### config.mk
export PLATFORM = sky130hd
export DESIGN_NAME = timer_control
export DESIGN_NICKNAME = d
export VERILOG_FILES = /design/src/verilog/timer_port_pkg.sv /design/src/verilog/timer_control.sv /design/src/verilog/phase_divider.sv /design/src/verilog/prescaler.sv
export SDC_FILE = /design/constraint.sdc
export NUM_CORES = 1
export LEC_CHECK = 0
export BUFFER_PORTS_ARGS = -buffer_cell sky130_fd_sc_hd__buf_4
export CAP_MARGIN = 15
export CORE_ASPECT_RATIO = 1.4
export CORE_MARGIN = 2
export CORE_UTILIZATION = 52
export DETAILED_ROUTE_END_ITERATION = 16
export PLACE_DENSITY = 0.75
export SYNTH_ARGS = -nofsm -noshare
export SYNTH_HDL_FRONTEND = slang
export SYNTH_SLANG_ARGS = --single-unit
### constraint.sdc
create_clock -name clk_sys -period 3.05 [get_ports clk_sys]
set_input_delay 0 -clock clk_sys [delete_from_list [all_inputs] [get_ports clk_sys]]
set_output_delay 0 -clock clk_sys [all_outputs]
set_load 0.02 [all_outputs]
### src/verilog/timer_port_pkg.sv
// Purpose: Constants for the port-addressed timer and interrupt control port.
// Assumes: One system clock; phase clock derived as an enable pulse.
// Notes: Names every bit position, port number and factor.
package timer_port_pkg;
    localparam logic [3:0] port_control = 4'h6;
    localparam logic [3:0] port_timer = 4'h7;
    localparam int bit_ext_enable = 0;
    localparam int bit_timer_enable = 1;
    localparam int bit_active_level = 2;
    localparam int bit_start = 3;
    localparam int bit_pulse_mode = 4;
    localparam int bit_div2 = 5;
    localparam int bit_div5 = 6;
    localparam int bit_div20 = 7;
    localparam int bit_pin_read = 7;
    localparam logic [7:0] byte_zero = 8'h00;
    localparam logic [7:0] count_last = 8'h01;
    localparam logic [7:0] factor_one = 8'h01;
    localparam logic [7:0] factor_two = 8'h02;
    localparam logic [7:0] factor_five = 8'h05;
    localparam logic [7:0] factor_twenty = 8'h14;
    localparam int phase_divide = 2;
    typedef enum logic [1:0] {
        mode_interval,
        mode_pulse,
        mode_event
    } timer_mode_t;
endpackage

### src/verilog/timer_control.sv
// Purpose: Eight-bit down timer with prescaler and interrupt control port.
// Assumes: The CPU core drives port strobes and acknowledges on clk_sys.
// Notes: The external pin is asynchronous and is synchronised first.
`timescale 1ns/100ps
module timer_control (
    input wire logic clk_sys,
    input wire logic reset_n,
    input wire logic [3:0] port_address,
    input wire logic port_write,
    input wire logic port_read,
    input wire logic [7:0] write_data,
    output logic [7:0] read_data,
    output logic read_hit,
    input wire logic external_request_pin,
    input wire logic timer_ack,
    input wire logic external_ack,
    output logic timer_request,
    output logic external_request,
    output logic serve_timer,
    output timer_port_pkg::timer_mode_t timer_mode
);
    import timer_port_pkg::*;

    ////////////////////////////////////////////////////////////////////////
    // Pin synchroniser and edge detection.

    logic pin_meta;
    logic pin_sync;
    logic pin_last;
    logic pin_active;
    logic last_active;
    logic rise_edge;
    logic fall_edge;

    always_ff @(posedge clk_sys) begin
        if (!reset_n) begin
            pin_meta <= 1'b0;
            pin_sync <= 1'b0;
            pin_last <= 1'b0;
        end else begin
            pin_meta <= external_request_pin;
            pin_sync <= pin_meta;
            pin_last <= pin_sync;
        end
    end

    logic [7:0] timer_control_port;
    logic [7:0] next_timer_control_port;
    logic [7:0] control;

    assign control = timer_control_port;

    // Active level follows the level select; edges seen after it.
    assign pin_active = pin_sync == control[bit_active_level];
    assign last_active = pin_last == control[bit_active_level];
    assign rise_edge = pin_active && !last_active;
    assign fall_edge = !pin_active && last_active;

    ////////////////////////////////////////////////////////////////////////
    // Port decode.

    logic write_control;
    logic write_timer;

    assign write_control = port_write && port_address == port_control;
    assign write_timer = port_write && port_address == port_timer;

    always_comb begin
        next_timer_control_port = timer_control_port;
        if (write_control) begin
            next_timer_control_port = write_data;
        end
    end

    always_ff @(posedge clk_sys) begin
        if (!reset_n) begin
            timer_control_port <= byte_zero;
        end else begin
            timer_control_port <= next_timer_control_port;
        end
    end

    ////////////////////////////////////////////////////////////////////////
    // Mode and prescale ratio.

    logic prescale_any;
    logic [7:0] ratio;
    logic running;

    assign prescale_any = control[bit_div2] || control[bit_div5]
        || control[bit_div20];
    assign running = control[bit_start];

    always_comb begin
        if (!prescale_any) begin
            timer_mode = mode_event;
        end else if (control[bit_pulse_mode]) begin
            timer_mode = mode_pulse;
        end else begin
            timer_mode = mode_interval;
        end
    end

    // Set prescale bits multiply their factors.
    always_comb begin
        ratio = 8'((control[bit_div2] ? factor_two : factor_one)
            * (control[bit_div5] ? factor_five : factor_one)
            * (control[bit_div20] ? factor_twenty : factor_one));
    end

    ////////////////////////////////////////////////////////////////////////
    // Phase clock and prescaler.

    logic phase_tick;
    logic scale_run;
    logic scale_clear;
    logic scale_tick;

    phase_divider #(
        .DIVIDE(phase_divide)
    ) phase_divider_inst (
        .clk_sys(clk_sys),
        .reset_n(reset_n),
        .phase_tick(phase_tick)
    );

    // Stopped, pin inactive in pulse mode, or event mode hold it reset.
    assign scale_run = running && timer_mode != mode_event
        && (timer_mode != mode_pulse || pin_active);
    assign scale_clear = !running || write_timer
        || (timer_mode == mode_pulse && fall_edge);

    prescaler prescaler_inst (
        .clk_sys(clk_sys),
        .reset_n(reset_n),
        .clear(scale_clear),
        .run(scale_run),
        .phase_tick(phase_tick),
        .ratio(ratio),
        .scale_tick(scale_tick)
    );

    ////////////////////////////////////////////////////////////////////////
    // Counter, reload register and request latches.

    logic [7:0] counter;
    logic [7:0] reload;
    logic timer_latch;
    logic external_latch;
    logic [7:0] next_counter;
    logic [7:0] next_reload;
    logic next_timer_latch;
    logic next_external_latch;
    logic count_step;
    logic wrap_now;
    logic external_event;

    always_comb begin
        if (timer_mode == mode_event) begin
            count_step = running && rise_edge;
        end else begin
            count_step = scale_tick;
        end
    end

    assign wrap_now = count_step && counter == count_last;
    assign external_event = (timer_mode == mode_pulse) ? fall_edge
        : rise_edge;

    always_comb begin
        next_counter = counter;
        next_reload = reload;
        next_timer_latch = timer_latch;
        next_external_latch = external_latch;
        if (write_timer) begin
            next_counter = write_data;
            next_reload = write_data;
        end else if (wrap_now) begin
            next_counter = reload;
        end else if (count_step) begin
            next_counter = counter - 8'h01;
        end
        if (timer_ack) begin
            next_timer_latch = 1'b0;
        end
        if (write_timer) begin
            next_timer_latch = 1'b0;
        end else if (wrap_now) begin
            next_timer_latch = 1'b1;
        end
        if (external_ack || !control[bit_ext_enable]) begin
            next_external_latch = 1'b0;
        end
        if (control[bit_ext_enable] && external_event) begin
            next_external_latch = 1'b1;
        end
    end

    always_ff @(posedge clk_sys) begin
        if (!reset_n) begin
            counter <= byte_zero;
            reload <= byte_zero;
            timer_latch <= 1'b0;
            external_latch <= 1'b0;
        end else begin
            counter <= next_counter;
            reload <= next_reload;
            timer_latch <= next_timer_latch;
            external_latch <= next_external_latch;
        end
    end

    ////////////////////////////////////////////////////////////////////////
    // Requests toward the CPU.

    assign timer_request = timer_latch && control[bit_timer_enable];
    assign external_request = external_latch;
    assign serve_timer = timer_request;

    ////////////////////////////////////////////////////////////////////////
    // Read port.

    logic [7:0] next_read_data;
    logic next_read_hit;

    always_comb begin
        next_read_data = byte_zero;
        next_read_hit = 1'b0;
        if (port_read && port_address == port_control) begin
            next_read_data[bit_pin_read] = pin_sync;
            next_read_hit = 1'b1;
        end else if (port_read && port_address == port_timer) begin
            next_read_data = counter;
            next_read_hit = 1'b1;
        end
    end

    always_ff @(posedge clk_sys) begin
        if (!reset_n) begin
            read_data <= byte_zero;
            read_hit <= 1'b0;
        end else begin
            read_data <= next_read_data;
            read_hit <= next_read_hit;
        end
    end
endmodule

### src/verilog/phase_divider.sv
// Purpose: Makes the one-cycle phase clock enable from the system clock.
// Assumes: The system clock stands for the external time base.
// Notes: The phase rate is the system rate divided by DIVIDE.
`timescale 1ns/100ps
module phase_divider #(
    parameter int DIVIDE = 2
) (
    input wire logic clk_sys,
    input wire logic reset_n,
    output logic phase_tick
);
    logic [7:0] count;
    logic [7:0] next_count;

    if (DIVIDE < 1 || DIVIDE > 255) begin : g_divide_check
        $error("phase_divider: DIVIDE out of range.");
    end

    always_comb begin
        if (count == 8'(DIVIDE - 1)) begin
            next_count = 8'h00;
        end else begin
            next_count = count + 8'h01;
        end
    end

    always_ff @(posedge clk_sys) begin
        if (!reset_n) begin
            count <= 8'h00;
        end else begin
            count <= next_count;
        end
    end

    assign phase_tick = (count == 8'(DIVIDE - 1));
endmodule

### src/verilog/prescaler.sv
// Purpose: Divides phase ticks by a ratio and emits one tick per period.
// Assumes: The ratio is held stable while running.
// Notes: A clear restarts the division from its reset state.
`timescale 1ns/100ps
module prescaler (
    input wire logic clk_sys,
    input wire logic reset_n,
    input wire logic clear,
    input wire logic run,
    input wire logic phase_tick,
    input wire logic [7:0] ratio,
    output logic scale_tick
);
    import timer_port_pkg::*;
    logic [7:0] count;
    logic [7:0] next_count;
    logic wrap;

    assign wrap = (count + 8'h01 >= ratio);

    always_comb begin
        next_count = count;
        if (clear || !run) begin
            next_count = byte_zero;
        end else if (phase_tick) begin
            next_count = wrap ? byte_zero : count + 8'h01;
        end
    end

    always_ff @(posedge clk_sys) begin
        if (!reset_n) begin
            count <= byte_zero;
        end else begin
            count <= next_count;
        end
    end

    assign scale_tick = run && !clear && phase_tick && wrap;
endmodule

==> impl_metrics.toml <==
[status]
status = "finished clean"

[cts]
cts_tree = "done"
clock-root-buffer = "clkbuf_8"
htreeDepth = 2
post_cts_buffers = 0
clk_latency_ps = 310
cts_sinks = 54
cts_made_buffers = 5
clock_path_buffers = 2
clk_pin_slew_worst_paths_ps = 100

[finish]
multi_input_area_mm2 = 0.00182
final_cell_mix = "dfxtp_1, nor2_1, buf_4"
num-fill-cells = 477
fin_nets = 424
n_antenna_cell = 0
final_common_cell = "dfxtp_1"
stdcell_count = 455
drive_above_1_share = 0.194
area_delta_synth_final_pct = 22.4
seqCellArea_mm2 = 0.00109

[worst_setup_path]
r2r_start = "control[7]"
critPathRequiredTime_ps = 3270
cpPeakStageDelay_ps = 370
crit_fanout = 6
r2r-end = "counter[6]"
r2r_slack_ps = 80
reg2regPathDepth = 13
cp_cell_sequence = "and3_1 -> ha_1 -> ha_2 -> ha_2 -> xnor2_2 -> xnor2_1 -> ha_1 -> nand4_1 -> a31oi_4 -> o31ai_4 -> a211oi_2 -> o32ai_2 -> a31o_1"
crit_type = "register to register"
crit_arrival_ps = 3190
end_kind = "register"
cp_slowest_cell = "dfxtp_4"
critPathLaunchType = "register"

[sta]
hold_viol_final = 0
fin_crit_sh = 0.973
finalClockSkew_ps = 8.27
fin_hold_ws_ps = 21.1
fmax_mhz = 337
rsz0062_at_grt = "true"
min_period_ps = 2970
maxSlewViolCount = 0
relSlewSlack = 0.521
max_slew.worst_pin.slew_ps = 717
setup_viol = 0

[synthesis]
synth_area_mm2 = 0.00288
async_reset_ff_frac = 0
synth_edf_count = 0
yosysSeqAreaShare = 0.375
ys_ff_latch = 54
synthFlopType = "dfxtp_1"
avgSynthCellArea_um2 = 8.45
yosysUniqueCellTypes = 53
ys_warn_count = 0
synthCells = 341

[global_routing]
grt_pass1_vias = 2413
grt_pass1_wl_mm = 10.5
grt_max_degree = 24
grt.total_usage = 0.221
grt_overflow = 0
antenna_found_initial = 0

[hold_path]
hold_depth = 2
worstHoldPathType = "primary input to register"
whs_endpoint = "read_data[6]"
worstHoldStart = "port_address[0]"

[floorplan]
dieArea_mm2 = 0.00616
start_util = 0.529
die_w_um = 66.9
design.portCount = 33
coreArea_mm2 = 0.00545
die_h_um = 92.1
rows = 32

[power]
total_power_mw = 1.28
peakVddDrop_mv = 0.226
leakagePower_nw = 1.44
powerDensity_mw_per_mm2 = 364

[drt]
final_antenna_net_count = 0
wl_per_cell_um = 14.4
drt-pass1-iter-count = 4
drt_iter0_drc = 127
vias = 2562
avgViaCountPerCell = 5.63
remaining_drc_errors = 0
wl_mm = 6.55

[placed_design]
place_inst = 435
routabilityCongestion = 0.881
port_buffers = 32
hpwl_mm = 4.73

[run]
maxCapViolCount = 0
-- flip-flops by register name, indices dropped and copies added, names as in the netlist --
register                  count
counter                       8
pin_sync                      1
external_request              1
phase_divider_inst.count      8
read_data                     8
pin_last                      1
pin_meta                      1
timer_latch                   1
control                       8
reload                        8
read_hit                      1
prescaler_inst.count          8
-- worst max path at each step --
| stage | slack, ps | to | from |
|---|---|---|---|
| finish | 80 | counter[6] | control[7] |
| global route | -80 | counter[6] | control[7] |
| CTS | 10 | prescaler_inst.count[2] | control[5] |
| detailed placement | 40 | counter[1] | control[5] |
| global placement | 130 | counter[1] | control[7] |
| floorplan | 7 | counter[0] | control[5] |
-- critical path: cells and delay by family (launching register included) --
kind | cells | cell delay [ps]
compound gates | 5 | 950
simple gates | 2 | 330
xor+xnor | 2 | 250
fa+ha+maj | 4 | 970
flops | 1 | 370
-- per-stage QoR --
stage	utilization	worst slack [ps]	instance area (µm²)	setup TNS (ps)
3_5_place_dp	0.588	36.4	3200	0
5_1_grt	0.648	-81.8	3530	-151
4_1_cts	0.626	12.8	3410	0
3_3_place_gp	0.588	134	3200	0
2_1_floorplan	-	7.49	2890	0
6_report	0.648	81.8	3530	0
-- synth_stat cells, drive strengths merged, types with 2 or more instances --
library cell	number	area share
a211oi	5	0.013
a21oi	24	0.042
a22oi	2	0.0052
a31o	3	0.0091
a31oi	3	0.0065
and2	5	0.011
and3	13	0.029
clkbuf	12	0.016
conb	2	0.0026
dfxtp	54	0.38
ha	18	0.078
inv	11	0.014
mux2i	10	0.035
nand2	31	0.040
nand2b	2	0.0043
nand3	13	0.024
nand3b	4	0.010
nand4	2	0.0043
nor2	45	0.060
nor2b	6	0.013
nor3	8	0.020
nor3b	5	0.021
o2111ai	2	0.0061
o211ai	3	0.0095
o21ai	21	0.036
o21bai	2	0.0052
o22ai	2	0.0043
o31a	2	0.0065
o31ai	2	0.0069
xnor2	6	0.018
xor2	13	0.039
-- cells by family after synthesis --
group,after synthesis,share of synthesized area
DFF,54,0.375
xor gates and xnor gates,19,0.0577
buffers and inverters,24,0.0326
AOI/OAI and AO/OA,74,0.160
adders and majority gates,19,0.0851
and+or+nand+nor,139,0.253
other,2,0.00261
muxes,10,0.0347
-- final cells by class --
| cell class | count | share of cell area |
|---|---|---|
| clock buffer | 6 | 0.0206 |
| clock inverter | 2 | 0.00390 |
| inverter | 11 | 0.0117 |
| multi-input combinational | 264 | 0.516 |
| sequential | 54 | 0.308 |
| tap | 68 | 0.0241 |
| timing repair buffer | 50 | 0.116 |
-- power breakdown --
part	leakage (nW)	total (mW)	internal (mW)	switching [mW]
logic	0.952	0.152	0.0676	0.0841
registers	0.438	0.730	0.716	0.0145
clock network	0.0452	0.400	0.163	0.238
-- metal layers --
metal | track usage | share of wire
met5 | 0 | 0
met3 | 0.0344 | 0.033
met1 | 0.246 | 0.41
met2 | 0.394 | 0.52
met4 | 0.109 | 0.037
-- repair_timing --
item | in CTS | in global routing
endpoints found under the hold margin | 19 | 0
hold buffers | 12 | 0
gates resized for setup | 0 | 25
endpoints found under the setup margin | 0 | 17
Note: power is estimated with default switching activity, not from simulation.
